### src/logic/sts1sb_pkg.sv
// Shared constants and carrier types for the STS-1 slip buffer block.
// Assumes a single reference clock that samples both line clocks.
package sts1sb_pkg;

	// Clock rates: reference clock and nominal STS-1 line clock
	localparam int REF_CLK_KHZ  = 200000;
	localparam int LINE_CLK_KHZ = 51840;
	// Reference cycles per line clock period, rounded down
	localparam int REF_PER_LINE = REF_CLK_KHZ / LINE_CLK_KHZ;

	// Frame geometry in bytes
	localparam logic [3:0] FRM_ROWS    = 4'h9;
	localparam logic [6:0] FRM_COLS    = 7'h5A;
	localparam logic [6:0] TOH_COLS    = 7'h03;
	localparam logic [3:0] PTR_ROW     = 4'h3;
	localparam logic [6:0] COL_H1      = 7'h00;
	localparam logic [6:0] COL_H2      = 7'h01;
	localparam logic [6:0] COL_H3      = 7'h02;
	localparam logic [6:0] COL_STUFF   = 7'h03;

	// Pointer word layout
	localparam logic [3:0] NDF_NORMAL  = 4'h6;
	localparam logic [1:0] SS_BITS     = 2'h0;
	localparam logic [9:0] PTR_MAX     = 10'h30F;
	localparam logic [9:0] PTR_RESET   = 10'h000;
	localparam logic [9:0] PTR_I_MASK  = 10'h2AA;
	localparam logic [9:0] PTR_D_MASK  = 10'h155;
	localparam logic [7:0] FILL_BYTE   = 8'h00;

	// Slip buffer size and fill thresholds
	localparam int         BUF_AW      = 4;
	localparam logic [4:0] FILL_LOW    = 5'h04;
	localparam logic [4:0] FILL_HIGH   = 5'h0C;
	localparam logic [4:0] FILL_FULL   = 5'h10;

	// Positions of the sampled pins inside the synchroniser
	localparam int PIN_WCLK = 0;
	localparam int PIN_WSPE = 1;
	localparam int PIN_WDAT = 2;
	localparam int PIN_RCLK = 10;
	localparam int PIN_W    = 11;

	typedef enum logic [1:0] {
		ADJ_NONE,
		ADJ_INC,
		ADJ_DEC
	} sts1sb_adj_e;

	typedef struct packed {
		logic       valid;
		logic       frame;
		logic       stuff;
		logic [7:0] data;
	} sts1sb_tx_s;

endpackage

### src/logic/sts1sb_pin_sync.sv
// Two-stage synchroniser with edge detection for a group of pins.
// Assumes pins are asynchronous to i_ref_clk.
`timescale 1ns/100ps
`default_nettype none
module sts1sb_pin_sync
#(
	parameter int W = 1
)
(
	input  wire logic         i_ref_clk,
	input  wire logic         i_rst,
	input  wire logic [W-1:0] i_pin,
	output logic      [W-1:0] o_lvl,
	output logic      [W-1:0] o_rise,
	output logic      [W-1:0] o_fall
);
	typedef struct packed {
		logic [W-1:0] meta;
		logic [W-1:0] sync;
		logic [W-1:0] last;
	} sts1sb_sync_s;

	sts1sb_sync_s st_q;
	sts1sb_sync_s st_d;

	always_comb
	begin
		st_d      = st_q;
		st_d.meta = i_pin;
		st_d.sync = st_q.meta;
		st_d.last = st_q.sync;
	end

	always_ff @(posedge i_ref_clk)
	begin
		if (i_rst)
			st_q <= '0;
		else
			st_q <= st_d;
	end

	assign o_lvl  = st_q.sync;
	assign o_rise = st_q.sync & ~st_q.last;
	assign o_fall = ~st_q.sync & st_q.last;
endmodule // sts1sb_pin_sync
`default_nettype wire

### src/logic/sts1sb_slip_fifo.sv
// Byte slip buffer with fill count, single reference clock.
// Assumes write and read requests are one-cycle strobes.
`timescale 1ns/100ps
`default_nettype none
module sts1sb_slip_fifo
	import sts1sb_pkg::*;
(
	input  wire logic        i_ref_clk,
	input  wire logic        i_rst,
	input  wire logic        i_wr,
	input  wire logic [7:0]  i_wr_data,
	input  wire logic        i_rd,
	output logic      [7:0]  o_rd_data,
	output logic      [4:0]  o_fill
);
	localparam int DEPTH = 1 << BUF_AW;

	typedef struct packed {
		logic [DEPTH-1:0][7:0] mem;
		logic [BUF_AW:0]       wp;
		logic [BUF_AW:0]       rp;
	} sts1sb_fifo_s;

	sts1sb_fifo_s st_q;
	sts1sb_fifo_s st_d;
	logic         full;
	logic         empty;

	assign o_fill = st_q.wp - st_q.rp;
	assign full   = (o_fill == FILL_FULL);
	assign empty  = (o_fill == 5'h00);
	// An empty buffer answers with fill bytes
	assign o_rd_data = empty ? FILL_BYTE : st_q.mem[st_q.rp[BUF_AW-1:0]];

	always_comb
	begin
		st_d = st_q;
		if (i_wr && !full)
		begin
			st_d.mem[st_q.wp[BUF_AW-1:0]] = i_wr_data;
			st_d.wp = st_q.wp + 1'b1;
		end
		if (i_rd && !empty)
			st_d.rp = st_q.rp + 1'b1;
	end

	always_ff @(posedge i_ref_clk)
	begin
		if (i_rst)
			st_q <= '0;
		else
			st_q <= st_d;
	end
endmodule // sts1sb_slip_fifo
`default_nettype wire

### src/logic/sts1sb_pointer_adjust.sv
// STS-1 slip buffer with pointer adjustment on the outgoing frame.
// Assumes upstream launches data on the rising edge of its write clock;
// payload bytes are captured on the falling edge. Both line clocks are
// pins sampled by i_ref_clk, which must run well above the line rate.
`timescale 1ns/100ps
`default_nettype none
module sts1sb_pointer_adjust
	import sts1sb_pkg::*;
(
	input  wire logic       i_ref_clk,
	input  wire logic       i_rst,
	input  wire logic       i_upstream_write_clock,
	input  wire logic       i_wr_spe,
	input  wire logic [7:0] i_wr_byte,
	input  wire logic       i_local_read_clock,
	output sts1sb_tx_s      o_tx,
	output logic      [9:0] o_ptr_value,
	output logic      [1:0] o_adj,
	output logic      [4:0] o_fill
);
	////////////////////////////////////////////////////////////////////
	// State

	typedef struct packed {
		logic [3:0]  row;
		logic [6:0]  col;
		logic [9:0]  ptr;
		sts1sb_adj_e adj;
		logic        prev_adj;
		sts1sb_tx_s  tx;
		logic [4:0]  fill;
	} sts1sb_state_s;

	sts1sb_state_s st_q;
	sts1sb_state_s st_d;

	logic [PIN_W-1:0] pin_lvl;
	logic [PIN_W-1:0] pin_rise;
	logic [PIN_W-1:0] pin_fall;
	logic             wr_stb;
	logic             rd_edge;
	logic             rd_stb;
	logic [7:0]       buf_data;
	logic [4:0]       buf_fill;

	////////////////////////////////////////////////////////////////////
	// Helpers

	// Pointer word as sent, with the flag bits of an adjustment inverted
	function automatic logic [15:0] ptr_word(input logic [9:0] p, input sts1sb_adj_e a);
		logic [9:0] v;
		v = p;
		if (a == ADJ_INC)
			v = p ^ PTR_I_MASK;
		else if (a == ADJ_DEC)
			v = p ^ PTR_D_MASK;
		ptr_word = {NDF_NORMAL, SS_BITS, v};
	endfunction

	function automatic logic [9:0] ptr_next(input logic [9:0] p, input sts1sb_adj_e a);
		ptr_next = p;
		if (a == ADJ_INC)
			ptr_next = (p >= PTR_MAX) ? 10'h000 : p + 10'h001;
		else if (a == ADJ_DEC)
			ptr_next = (p == 10'h000 || p > PTR_MAX) ? PTR_MAX : p - 10'h001;
	endfunction

	////////////////////////////////////////////////////////////////////
	// Pin sampling and slip buffer

	sts1sb_pin_sync #(
		.W (PIN_W)
	) u_sync (
		.i_ref_clk (i_ref_clk),
		.i_rst     (i_rst),
		.i_pin     ({i_local_read_clock, i_wr_byte, i_wr_spe, i_upstream_write_clock}),
		.o_lvl     (pin_lvl),
		.o_rise    (pin_rise),
		.o_fall    (pin_fall)
	);

	// Capture on the falling edge, mid-way through the upstream byte
	assign wr_stb  = pin_fall[PIN_WCLK] & pin_lvl[PIN_WSPE];
	assign rd_edge = pin_rise[PIN_RCLK];

	sts1sb_slip_fifo u_fifo (
		.i_ref_clk (i_ref_clk),
		.i_rst     (i_rst),
		.i_wr      (wr_stb),
		.i_wr_data (pin_lvl[PIN_WDAT +: 8]),
		.i_rd      (rd_stb),
		.o_rd_data (buf_data),
		.o_fill    (buf_fill)
	);

	////////////////////////////////////////////////////////////////////
	// Outgoing frame

	logic in_toh;
	logic at_ptr_row;
	logic is_stuff;
	logic h3_payload;
	logic frame_end;

	assign in_toh     = (st_q.col < TOH_COLS);
	assign at_ptr_row = (st_q.row == PTR_ROW);
	assign is_stuff   = at_ptr_row && st_q.col == COL_STUFF && st_q.adj == ADJ_INC;
	assign h3_payload = at_ptr_row && st_q.col == COL_H3 && st_q.adj == ADJ_DEC;
	assign frame_end  = (st_q.row == FRM_ROWS - 4'h1) && (st_q.col == FRM_COLS - 7'h01);

	// A stuff byte reads nothing; H3 reads during a negative stuff
	assign rd_stb = rd_edge && ((!in_toh && !is_stuff) || h3_payload);

	always_comb
	begin
		logic [15:0] pw;
		logic        adj_now;
		pw      = ptr_word(st_q.ptr, st_q.adj);
		adj_now = 1'b0;
		st_d          = st_q;
		st_d.fill     = buf_fill;
		st_d.tx.valid = 1'b0;
		if (rd_edge)
		begin
			st_d.tx.valid = 1'b1;
			st_d.tx.frame = (st_q.row == 4'h0) && (st_q.col == 7'h00);
			st_d.tx.stuff = is_stuff;
			if (in_toh)
			begin
				st_d.tx.data = FILL_BYTE;
				if (at_ptr_row && st_q.col == COL_H1)
					st_d.tx.data = pw[15:8];
				else if (at_ptr_row && st_q.col == COL_H2)
					st_d.tx.data = pw[7:0];
				else if (h3_payload)
					st_d.tx.data = buf_data;
			end
			else if (is_stuff)
				st_d.tx.data = FILL_BYTE;
			else
				st_d.tx.data = buf_data;
			// Byte position advance
			if (st_q.col == FRM_COLS - 7'h01)
			begin
				st_d.col = 7'h00;
				st_d.row = frame_end ? 4'h0 : st_q.row + 4'h1;
			end
			else
				st_d.col = st_q.col + 7'h01;
			// Frame boundary: apply the pending adjustment, pick the next
			if (frame_end)
			begin
				st_d.ptr = ptr_next(st_q.ptr, st_q.adj);
				adj_now  = (st_q.adj != ADJ_NONE);
				st_d.prev_adj = adj_now;
				if (adj_now)
					st_d.adj = ADJ_NONE;
				else if (buf_fill < FILL_LOW)
					st_d.adj = ADJ_INC;
				else if (buf_fill > FILL_HIGH)
					st_d.adj = ADJ_DEC;
				else
					st_d.adj = ADJ_NONE;
			end
		end
	end

	always_ff @(posedge i_ref_clk)
	begin
		if (i_rst)
		begin
			st_q          <= '0;
			st_q.ptr      <= PTR_RESET;
			st_q.adj      <= ADJ_NONE;
			st_q.tx.data  <= FILL_BYTE;
		end
		else
			st_q <= st_d;
	end

	assign o_tx        = st_q.tx;
	assign o_ptr_value = st_q.ptr;
	assign o_adj       = st_q.adj;
	assign o_fill      = st_q.fill;
endmodule // sts1sb_pointer_adjust
`default_nettype wire

### config.mk
export PLATFORM = sky130hd
export DESIGN_NAME = sts1sb_pointer_adjust
export DESIGN_NICKNAME = d
export VERILOG_FILES = /design/src/logic/sts1sb_pkg.sv /design/src/logic/sts1sb_pin_sync.sv /design/src/logic/sts1sb_slip_fifo.sv /design/src/logic/sts1sb_pointer_adjust.sv
export SDC_FILE = /design/constraint.sdc
export NUM_CORES = 1
export LEC_CHECK = 0
export BUFFER_PORTS_ARGS = -buffer_cell sky130_fd_sc_hd__buf_4
export CORE_MARGIN = 1.5
export CORE_UTILIZATION = 40
export CTS_CLUSTER_DIAMETER = 30
export DETAILED_ROUTE_END_ITERATION = 12
export GPL_TIMING_DRIVEN = 0
export PLACE_DENSITY = 0.54
export SYNTH_ARGS = -nofsm -noshare
export SYNTH_HDL_FRONTEND = slang
export SYNTH_SLANG_ARGS = --single-unit
### constraint.sdc
create_clock -name i_ref_clk -period 6.6 [get_ports i_ref_clk]
set_clock_uncertainty 0.1 [all_clocks]
set_input_delay 0.99 -clock i_ref_clk [delete_from_list [all_inputs] [get_ports i_ref_clk]]
set_output_delay 0.99 -clock i_ref_clk [all_outputs]
set_load 0.02 [all_outputs]
# Word-level counts from Yosys, hierarchy flattened
# Index checks and enable logic that the tools add are counted.
dict set report totals {
  reg_bits 210
  latch_bits 0
  mem_bits_rw 0
  romBits 0
  inputBits 13
  output_inout_bits 28
  elab_cells 112
  mem_count 0
}
dict set report op_classes {
  addsub 7
  mul 0
  div 0
  n_lt_le_gt_ge 8
  n_eq_ne 9
  n_shift 0
  n_mux 23
  n_bitwise 7
  reduce_logical 28
}
# operator n
set op_table {}
lappend op_table {{bitwise mux 128 bit} 1}
lappend op_table {{2-to-1 mux 8 bit} 8}
lappend op_table {{2-to-1 mux 10 bit} 5}
lappend op_table {{binary-select mux 8 bit (select 4 bit)} 1}
lappend op_table {{demux 8 bit (select 4 bit)} 1}
lappend op_table {{equality test 7 x 2 -> 1 bit, second input constant} 2}
lappend op_table {{logical AND 1 bit} 13}
lappend op_table {{AND 11 bit} 1}
lappend op_table {{2-to-1 mux 11 bit} 1}
lappend op_table {{inverter 11 bit} 1}
lappend op_table {{adder 10 x 1 -> 10 bit, second input constant} 1}
lappend op_table {{adder 5 x 1 -> 5 bit, second input constant} 2}
lappend op_table {{>= comparator 10 bit, second input constant} 1}
lappend op_table {{greater-than comparator 10 bit, second input constant} 1}
lappend op_table {{zero test 10 bit} 1}
lappend op_table {{less-than comparator 4 x 5 -> 1 bit, second input constant} 2}
lappend op_table {{inverter 5 bit} 2}
lappend op_table {{subtractor 10 x 1 -> 10 bit, second input constant} 1}
lappend op_table {{2-to-1 mux 9 bit} 1}
lappend op_table {{adder 7 x 1 -> 7 bit, second input constant} 1}
lappend op_table {{equality test 7 x 1 -> 1 bit, second input constant} 1}
lappend op_table {{equality test 7 bit, second input constant} 1}
lappend op_table {{zero test 7 bit} 1}
lappend op_table {{less-than comparator 7 x 2 -> 1 bit, second input constant} 1}
lappend op_table {{22 further kinds} 31}

# Longest topological paths before layout
# Gate-level depths: netlist (run 1).
dict set report depth {
  depth_word 8
  depth_mapped 12
  depth_no_buf 10
}

# By module
# Synthesis (run 1) repeated with hierarchy kept, for this count alone.
dict set report unflattened {
  hier_cells 1093
  area_unflattened_um2 10913.0
}
# mod instances cells_each area_each_um2 seq_area_each_um2
set modules_own_cells {}
lappend modules_own_cells {sts1sb_slip_fifo 1 643 7006.7 2762.6}
lappend modules_own_cells {sts1sb_pointer_adjust 1 348 2785.2 780.7}
lappend modules_own_cells {sts1sb_pin_sync 1 102 1121.1 660.6}

# Least setup slack after synthesis (run 1)
# OpenSTA, ideal clock, no wires.
dict set report synth_timing {
  kind {reg2reg}
  start {reg u_fifo.st_q[1] (netlist bit)}
  end {reg u_fifo.st_q[105] (netlist bit)}
  setup_time_ns 0.128
  t_arrival_ns 2.850
  required_ns 6.372
  slack_ns 3.522
  path_stages_with_launch 12
  path_buffers 4
  synth_period_minus_slack_ns 3.078
  cell_sequence {dfxtp_1 > buf_2 > buf_2 > clkinv_1 > fa_1 > nor2b_1 > nor3b_1 > buf_4 > buf_6 > a21oi_4 > mux2i_1 > nor2_1}
}
dict set report synth_via {
  elab_chain_cells 4
}
# element line
set synth_rtl {}
lappend synth_rtl {{start: declaration} sts1sb_slip_fifo.sv:24} ;# sts1sb_fifo_s st_q;
lappend synth_rtl {{start signal: assignment} sts1sb_slip_fifo.sv:52} ;# st_q <= st_d;
lappend synth_rtl {{subtractor 5 bit} sts1sb_slip_fifo.sv:29} ;# assign o_fill = st_q.wp - st_q.rp;
lappend synth_rtl {{named net buf_fill[1]} sts1sb_pointer_adjust.sv:44} ;# logic [4:0] buf_fill;
lappend synth_rtl {{equality test 5 bit} sts1sb_slip_fifo.sv:30} ;# assign full = (o_fill == FILL_FULL);
lappend synth_rtl {{zero test 1 bit} sts1sb_slip_fifo.sv:38} ;# if (i_wr && !full)
lappend synth_rtl {{logical AND 1 bit} sts1sb_slip_fifo.sv:38}
# The timed path passes the listed nets, and every way through them passes these cells.
# A chain may end at the register's enable or synchronous reset.

# Final worst setup path (run 1)
dict set report layout_timing {
  start {reg u_fifo.st_q[2] (netlist bit)}
  end {reg st_q (netlist bit o_tx[2])}
}
dict set report layout_via {
  elab_chain_cells 7
  word_cells_on_any_way 10
  cone_classes {add/sub (1); mux (8); reduce/logical (1)}
}
# element line
set layout_rtl {}
lappend layout_rtl {{subtractor 5 bit or binary-select mux 8 bit (select 4 bit) (tied branches)} {sts1sb_slip_fifo.sv:29, sts1sb_slip_fifo.sv:33}}
lappend layout_rtl {{zero test 5 bit or 2-to-1 mux 8 bit (tied branches)} {sts1sb_slip_fifo.sv:31, sts1sb_slip_fifo.sv:33}}
lappend layout_rtl {{2-to-1 mux 8 bit *} sts1sb_slip_fifo.sv:33} ;# assign o_rd_data = empty ? FILL_BYTE : st_q.mem[st_q.rp[BUF_AW-1:0]];
lappend layout_rtl {{2-to-1 mux 8 bit} sts1sb_pointer_adjust.sv:135} ;# else if (h3_payload)
lappend layout_rtl {{2-to-1 mux 8 bit} sts1sb_pointer_adjust.sv:133} ;# else if (at_ptr_row && st_q.col == COL_H2)
lappend layout_rtl {{2-to-1 mux 8 bit} sts1sb_pointer_adjust.sv:131} ;# if (at_ptr_row && st_q.col == COL_H1)
lappend layout_rtl {{2-to-1 mux 8 bit *} sts1sb_pointer_adjust.sv:128} ;# if (in_toh)
lappend layout_rtl {{end signal: assignment} sts1sb_pointer_adjust.sv:178} ;# st_q <= st_d;
lappend layout_rtl {{end: declaration} sts1sb_pointer_adjust.sv:34} ;# sts1sb_state_s st_q;
# Every way passes the cells marked *; elsewhere a longest branch is shown, timed or not. The select of a mux whose other input is x is not followed.

==> qor.yml, run 1 <==
status: "finished clean"
overflow: 0
io_buffers: 39
fin_crit_ns: 4.05
multi_input_area_mm2: 0.00526
antenna_found_initial: 0
gp_congestion: 0.853
avgRoutedWirePerCell_um: 17.9
max-clock-path-buffers: 3
cpPeakStageDelay_ns: 0.61
synth-edff-count: 0
cts_tree: "done"
p_sw_share_pct: 21.0
slew_headroom_pct: 44.3
slowest_stage: "buf_1"
seq_area_frac_synth_pct: 40.6
fin_setup_tns_ns: 0
core_mm2: 0.0243
die-area_mm2: 0.0257
total_power_mw: 3.53
ff_latch_area_mm2: 0.00402
cp.depth: 11
crit_family: "buffers and inverters"
drv_slew: 0
pwr-share-clk_pct: 63.1
synth_top_flop_cell: "dfxtp_1"
drt-total-wl_mm: 26.3
yosys_warnings: 0
cts.clk_slew.worst_paths_ns: 0.05
grt_max_degree: 13
firstDrtPassIters: 5
syn_area_per_cell_um2: 9.69
worstPathMaxFanout: 10
root_buffer: "clkbuf_16"
fmax_ghz: 0.247
reg2reg_depth: 11
hold_class: "flip-flop to flip-flop"
row_count: 57
drive_gt1_share_pct: 19.9
numClockSinks: 201
crit_path_end_kind: "flip-flop"
cts_setup_buffers: 0
required_ns: 6.87
synth_top_area_share_pct: 40.6
rsz0062_at_grt: "no"
vias: 7546
crit_chain: "buf_1 > buf_2 > inv_1 > ha_1 > and3b_1 > or3_1 > a21boi_4 > buf_6 > nand3_1 > nand2_1 > o32ai_1"
combPwrFrac_pct: 1.9
ant_nets: 0
post_cts_resized: 0
net-switching-power_uw: 739
area_growth_pct: 22.7
path_buf_inv: 4
post-route-period-util_pct: 61.3
synthCells: 1022
cts_made_buffers: 46
die_y_um: 160
whs_path_depth: 1
gr-usage-all-layers_pct: 20.6
io_pins: 41
crit_arrival_ns: 4.32
syn_nets: 1056
setup_violations: 0
power_leakage_nw: 4.38
yosysTopAreaCell: "dfxtp_1"
ys_top_cells_by_area: "dfxtp_1, mux2i_1, mux4_2"
viasPerCell: 5.14
grt_pass1_wl_mm: 41.4
synthArstFlopShare_pct: 0
hold_viol_final: 0
drt-initial-drc-count: 338
crit_type: "flip-flop to flip-flop"
num_antenna_cells: 0
nFillCells: 2309
initial_core_util_pct: 40.7
internal-power_mw: 2.79
tightest_slew_ns: 0.836
insertion_delay_ns: 0.53
hpwl_mm: 18.5
h-tree-depth: 2
peakVddDrop_uv: 198
first_global_vias: 7366
synth.distinct_cells: 65
layout.nets: 1143
power_frac_seq_pct: 35.0
die-width_um: 160
start_kind: "flip-flop"
power_density_mw_per_mm2: 290
ys_seq_elements: 201
syn_area_mm2: 0.00990
cts_hold_buf: 0
drv_cap: 0
drc: 0
## power by group through the flow
stage | registers (mW) | clock network [mW] | logic, mW
3_5_place_dp | 1.26 | 0 | 0.0679
2_1_floorplan | 1.25 | 0 | 0.0396
4_1_cts | 1.23 | 2.27 | 0.0681
6_report | 1.23 | 2.23 | 0.0670
5_1_grt | 1.23 | 2.33 | 0.0731
3_3_place_gp | 1.26 | 0 | 0.0678
## cell usage after synthesis (4+ instances only)
master and number:
nor2b_1 36, a21oi_4 13, nand2_1 65, buf_6 7, xnor2_1 10, a21oi_1 36, o21ai_0 20, buf_4 32
a211oi_1 6, nor2_1 170, and2_1 6, o32ai_1 4, nor3_1 23, nand3_1 20, ha_1 20, clkbuf_1 42
buf_2 13, o22ai_1 4, xor2_1 10, o31ai_1 4, or3_1 5, nand2b_1 7, dfxtp_1 201, a31oi_1 12
nand4_1 5, inv_1 17, mux4_2 32, and3_1 8, mux2i_1 135, nor4_1 4, a22oi_1 5
## stage by stage
stage | setup slack (ns) | cell area, um^2 | utilization (%) | hold slack [ns] | cells
2_1_floorplan | 3.52 | 9900 | - | 0.314 | 1022
3_3_place_gp | 2.57 | 10600 | 43.6 | 0.319 | 1385
3_5_place_dp | 2.57 | 10600 | 43.6 | 0.324 | 1385
4_1_cts | 2.53 | 12100 | 49.9 | 0.334 | 1468
5_1_grt | 2.31 | 12100 | 49.9 | 0.354 | 1468
6_report | 2.55 | 12100 | 49.9 | 0.333 | 1468
## logic make-up (layout without fill, tap and decap cells)
kind of cell / after synthesis / count (layout) / share of synthesized area, %
AND/OR/NAND/NOR: 370 / 370 / 17.6
flip-flops: 201 / 201 / 40.6
multiplexers: 168 / 168 / 21.0
AO/OA/AOI/OAI: 129 / 129 / 9.97
buffers and inverters: 113 / 235 / 6.19
adder cells (fa/ha/maj): 21 / 21 / 2.73
XOR/XNOR: 20 / 20 / 1.77
## placed cells by master, fill, tap and decap left out, types with 7 or more instances in the layout
master	n
dfxtp_1	201
nor2_1	170
mux2i_1	135
buf_4	71
nand2_1	65
clkbuf_1	54
clkbuf_16	47
nor2b_1	36
a21oi_1	36
mux4_2	32
nor3_1	23
nand3_1	20
o21ai_0	20
ha_1	20
inv_1	17
buf_2	13
a21oi_4	13
a31oi_1	12
xor2_1	10
xnor2_1	10
and3_1	8
clkbuf_8	8
buf_6	7
nand2b_1	7
## final cells by class
type,count,area share (%)
inverters,18,0.556
clock buffers,67,11.0
plain buffers,95,4.49
repair buffers,39,2.41
multi-input cells,708,43.3
clock inverters,16,1.78
well taps,324,3.34
flip-flops and latches,201,33.1
## metal layers
metal | part of all wire (%) | track usage, %
met5 | 0 | 0
met4 | 2.0 | 6.20
met3 | 3.9 | 3.46
met2 | 46 | 33.6
met1 | 48 | 27.9
## path summary, 6_finish.rpt
| check | start | slack, ns | end |
|---|---|---|---|
| worst min-delay path | u_sync.st_d[19] | 0.33 | u_sync.o_lvl[8] |
| worst max-delay path | u_fifo.st_q[2] | 2.55 | o_tx[2] |
| worst min register to register | u_sync.st_d[19] | 0.33 | u_sync.o_lvl[8] |
| worst max register to register | u_fifo.st_q[2] | 2.55 | o_tx[2] |
## registers in the layout, indices dropped and copies added (netlist names)
register,flops
u_fifo.st_q,138
o_tx,11
o_adj,2
st_q,11
u_sync.o_lvl,11
o_fill,5
u_sync.st_d,11
u_sync.st_q,2
o_ptr_value,10
Power figures use the tool's default switching activity.
==> run 2, diff against run 1 <==
- clock period: 6.6 -> 3.8 ns (I/O delays scaled with it)
==> run 2 against run 1 <==
  * Combinational power grew 73%
  * Total power grew 74%
  * Worst hold slack lost 0.18 ns
  * Critical path depth is the same
  * First-iteration DRC count grew 4.7%
  * Global-route usage is the same
  * Critical endpoint is now u_fifo.st_q[98]
==> qor.yml, run 2 (synthesis gave the netlist of run 1 again) <==
path_buf_inv: 4  # unchanged
r2r_start: "u_fifo.st_q[2]"
hold_viol_final: 0  # unchanged
reg2reg_depth: 11  # unchanged
pre_cts_slack_ns: -0.228  # -2.80 ns
drt-total-wl_mm: 26.3  # -0.24%
fmax_ghz: 0.276  # +12%
numClockSinks: 201  # unchanged
die-area_mm2: 0.0257  # unchanged
overflow: 0  # unchanged
crit_path_end_kind: "flip-flop"
crit_family: "buffers and inverters"
drv_cap: 0  # unchanged
core_mm2: 0.0243  # unchanged
firstDrtPassIters: 5  # unchanged
min_to: "u_sync.st_d[18]"
total_power_mw: 6.12  # +74%
required_ns: 4.09  # -2.78 ns
io_pins: 41  # unchanged
tightest_slew_ns: 0.814  # -0.0218 ns
crit_chain: "buf_2 > clkbuf_4 > inv_1 > ha_1 > and3b_1 > or3_1 > a21boi_4 > buf_6 > a21oi_4 > mux2i_1 > nor2_1"
crit_type: "flip-flop to flip-flop"
slew_headroom_pct: 45.7  # +1.5 points
drt-initial-drc-count: 354  # +4.7%
cts_tree: "done"
hpwl_mm: 18.5  # unchanged
critPathLaunch: "u_fifo.st_q[2]"
cts.clk_slew.worst_paths_ns: 0.05  # about the same
final_common_cell: "dfxtp_1"
ff2ff_setup_slack_ns: 0.17  # -2.38 ns
start_kind: "flip-flop"
io_buffers: 39  # unchanged
die_y_um: 160  # unchanged
gr-usage-all-layers_pct: 20.6  # unchanged
min_from: "i_wr_byte[5]"
grt_max_degree: 13  # unchanged
slowest_stage: "ha_1"
antenna_found_initial: 0  # unchanged
num_antenna_cells: 0  # unchanged
layout.nets: 1144  # +0.087%
largest_reg_flops: 138  # unchanged
cts_made_buffers: 46  # unchanged
hold_class: "input port to flip-flop"
row_count: 57  # unchanged
worstPathMaxFanout: 10  # unchanged
drive_gt1_share_pct: 20.3  # +0.33 points
initial_core_util_pct: 40.7  # unchanged
ant_nets: 0  # unchanged
root_buffer: "clkbuf_16"
setup_violations: 0  # unchanged
vias: 7498  # -0.64%
power_leakage_nw: 4.39  # +0.30%
avgRoutedWirePerCell_um: 17.9  # -0.31%
drc: 0  # unchanged
grt_pass1_wl_mm: 41.5  # about the same
viasPerCell: 5.10  # -0.70%
whs_path_depth: 2  # +1
fin_crit_ns: 3.63  # -0.418 ns
gp_congestion: 0.853  # unchanged
area_growth_pct: 23.0
crit_arrival_ns: 3.91  # -0.41 ns
cpPeakStageDelay_ns: 0.41  # -0.20 ns
power_density_mw_per_mm2: 503  # +73%
insertion_delay_ns: 0.52  # about the same
rsz0062_at_grt: "no"
post-route-period-util_pct: 95.5  # +34 points
first_global_vias: 7368  # +0.027%
cts_hold_buf: 0  # unchanged
peakVddDrop_uv: 344  # +74%
h-tree-depth: 2  # unchanged
largest_register: "u_fifo.st_q"
status: "finished clean"
setup_ws_ns: 0.172  # -2.38 ns
fin_setup_tns_ns: 0  # unchanged
r2r_end: "u_fifo.st_q[98]"
max-clock-path-buffers: 3  # unchanged
drv_slew: 0  # unchanged
die-width_um: 160  # unchanged
final_cell_mix: "dfxtp_1, nor2_1, mux2i_1"
run 2: cell count changes in the layout (fill, tap and decap cells not counted), sizes merged:
cell and delta:
buf -2, clkbuf +3
run 2: power by group:
part           leakage (nW)  switching [mW]  internal (mW)
clock network         0.758            1.19           2.68
registers              1.62          0.0125           2.13
logic                  2.01          0.0823         0.0339
run 2: worst max-delay path by stage:
stage	endpoint	slack (ns)	cells after the start
after floorplan	u_fifo.st_q[105]	0.72	11
after global placement	u_fifo.st_q[135]	-0.23	12
after detailed placement	o_tx[2]	-0.23	11
after CTS	u_fifo.st_q[98]	0.002	11
after global routing	u_fifo.st_q[80]	0.02	11
final	u_fifo.st_q[98]	0.17	11
run 2: final cells by class:
cell class                 instances  area (um^2)
buffer                            95          554
clock buffer                      67         1330
clock inverter                    16          216
fill                            2306        12100
inverter                          18         68.8
multi-input combinational        708         5270
sequential                       201         4020
tap                              324          405
timing repair buffer              40          313
run 2: worst reg2reg max path: stages (launching register included):
cell	delay, ns
dfxtp_1	0.40
buf_2	0.35
clkbuf_4	0.36
inv_1	0.24
ha_1	0.41
and3b_1	0.19
or3_1	0.40
a21boi_4	0.30
buf_6	0.27
a21oi_4	0.19
mux2i_1	0.23
nor2_1	0.06
run 2: repair_timing:
item | in CTS | in global routing
buffers inserted | 0 | 1
pin swaps | 0 | 2
gates resized for setup | 2 | 4
setup endpoints to repair | 145 | 128
run 2: routing by layer:
metal / wire length [um] / track usage, %
met4: 512 / 6.20
met2: 12100 / 33.6
met5: 0 / 0
met1: 12700 / 27.9
met3: 946 / 3.46
run 2: per-stage QoR:
step | utilization [%] | instances | hold slack [ns] | cell area (um^2)
3_3_place_gp | 43.6 | 1385 | 0.319 | 10600
5_1_grt | 50.1 | 1469 | 0.150 | 12200
4_1_cts | 50.0 | 1468 | 0.133 | 12100
2_1_floorplan | - | 1022 | 0.314 | 9900
3_5_place_dp | 43.6 | 1385 | 0.324 | 10600
6_report | 50.1 | 1469 | 0.153 | 12200
==> run 3, diff against run 2 <==
- CORE_UTILIZATION: 40 -> 35
- PLACE_DENSITY: 0.54 -> 0.48
- clock period: 3.8 -> 4.5 ns (I/O delays scaled with it)
==> run 3 against run 2 <==
  * Non-clock buffer count shrank 1
  * Critical path type unchanged
  * Sequential share of layout area shrank 0.51 points
  * Design area grew 1.6%
  * Cell count grew 4.0%
  * Die area grew 14%
==> qor.yml, run 3 (synthesis gave the netlist of run 1 again) <==
final_cell_mix: "dfxtp_1, nor2_1, mux2i_1"
final_common_cell: "dfxtp_1"
crit_path_end_kind: "flip-flop"
die-area_mm2: 0.0293  # +14%
max-clock-path-buffers: 3  # unchanged
power_density_mw_per_mm2: 442  # -12%
required_ns: 4.76  # +0.67 ns
hpwl_mm: 19.3  # +4.6%
hold_viol_final: 0  # unchanged
start_kind: "flip-flop"
cts_hold_buf: 0  # unchanged
worstSetupEndpoint: "o_tx[5]"
io_pins: 41  # unchanged
cts_made_buffers: 50  # +8.7%
peakVddDrop_uv: 269  # -22%
dp_cells: 1439  # +3.9%
row_count: 61  # +7.0%
slew_headroom_pct: 41.9  # -3.8 points
drive_gt1_share_pct: 20.4  # +0.17 points
ant_nets: 0  # unchanged
firstDrtPassIters: 6  # +1
largest_register: "u_fifo.st_q"
gp_congestion: 0.798  # -6.4%
viasPerCell: 4.98  # -2.4%
timing.hold.ws_ns: 0.263  # +0.109 ns
overflow: 0  # unchanged
h-tree-depth: 2  # unchanged
first_global_vias: 7511  # +1.9%
root_buffer: "clkbuf_16"
num_antenna_cells: 0  # unchanged
cts_setup_buffers: 0  # unchanged
post_cts_resized: 0  # -2
crit_type: "flip-flop to flip-flop"
rsz0062_at_grt: "no"
drv_slew: 0  # unchanged
design_area_mm2: 0.0124  # +1.6%
hold_class: "input port to flip-flop"
cts_tree: "done"
tightest_slew_ns: 0.872  # +0.0572 ns
layout.nets: 1147  # +0.26%
numClockSinks: 201  # unchanged
drt-initial-drc-count: 363  # +2.5%
instances_no_fill: 1528  # +4.0%
io_buffers: 39  # unchanged
critPathLaunch: "u_fifo.st_q[2]"
die-width_um: 171  # +6.8%
antenna_found_initial: 0  # unchanged
die_y_um: 171  # +6.8%
reg2reg_depth: 11  # unchanged
largest_reg_flops: 138  # unchanged
grt_pass1_wl_mm: 43.1  # +3.9%
drv_cap: 0  # unchanged
post-route-period-util_pct: 90.8  # -4.6 points
drt-total-wl_mm: 27.7  # +5.3%
gr-usage-all-layers_pct: 19.2  # -1.4 points
vias: 7611  # +1.5%
pre_cts_slack_ns: 0.384  # +0.611 ns
fmax_ghz: 0.245  # -11%
status: "finished clean"
dpl_cell_area_mm2: 0.0107  # +0.64%
insertion_delay_ns: 0.52  # about the same
power_leakage_nw: 4.45  # +1.5%
ff2ff_setup_slack_ns: 0.41  # +0.24 ns
grt_max_degree: 13  # unchanged
total_power_mw: 5.47  # -11%
avgRoutedWirePerCell_um: 18.1  # +1.2%
cts.clk_slew.worst_paths_ns: 0.05  # about the same
crit_arrival_ns: 4.35  # +0.44 ns
r2r_end: "o_tx[5]"
worstPathMaxFanout: 10  # unchanged
fin_setup_tns_ns: 0  # unchanged
r2r_start: "u_fifo.st_q[2]"
area_growth_pct: 24.9
core_mm2: 0.0278  # +14%
drc: 0  # unchanged
setup_violations: 0  # unchanged
initial_core_util_pct: 35.6  # -5.1 points
setup_ws_ns: 0.413  # +0.241 ns
fin_crit_ns: 4.09  # +0.459 ns
post-route-util_pct: 44.5  # -5.6 points
==> run 3: cell count changes in the layout (fill, tap and decap cells not counted), moves of 2 or more <==
cell,previous run,this run
buf_2,11,13
clkbuf_16,47,53
clkbuf_4,3,0
clkbuf_8,8,12
clkinv_8,2,0
inv_6,2,0
==> run 3: worst min path at each step <==
stage / cells after the start / slack, ns / endpoint / start
after floorplan: 1 / 0.31 / u_sync.o_lvl[0] / u_sync.st_d[11]
after global placement: 1 / 0.32 / u_sync.o_lvl[9] / u_sync.st_d[20]
after detailed placement: 1 / 0.32 / u_sync.o_lvl[6] / u_sync.st_d[17]
after CTS: 2 / 0.24 / u_sync.st_d[12] / i_wr_spe
after global routing: 2 / 0.26 / u_sync.st_d[13] / i_wr_byte[0]
final: 2 / 0.26 / u_sync.st_d[13] / i_wr_byte[0]
==> run 3: report_power, final <==
group	internal [mW]	leakage, nW	total [mW]	switching, mW
registers	1.80	1.62	1.81	0.0106
clock network	2.53	0.837	3.56	1.03
logic	0.0286	1.99	0.0996	0.0710
==> run 3: area by class of cell <==
class	instances	area [um^2]
fill	2751	15400
multi-input combinational	708	5260
sequential	201	4020
clock buffer	76	1530
buffer	95	546
tap	378	473
timing repair buffer	39	293
clock inverter	13	170
inverter	18	67.6
==> run 3: per-layer routing <==
metal / part of all wire (%) / vias up / wire (um) / GRT usage, %
li1: - / 3754 / - / -
met1: 48 / 3650 / 13300 / 25.8
met2: 46 / 161 / 12800 / 31.7
met5: 0 / - / 0 / 0
met3: 3.9 / 46 / 1080 / 3.38
met4: 1.9 / 0 / 522 / 5.49
==> run 3: critical path, stage by stage (launching register included) <==
cell and delay [ns]:
dfxtp_1 0.41, buf_1 0.62, buf_2 0.46, inv_1 0.28, ha_1 0.41, and3b_1 0.20
or3_1 0.41, a21boi_4 0.32, buf_6 0.23, a31oi_1 0.19, a21oi_1 0.21, nor3_1 0.07
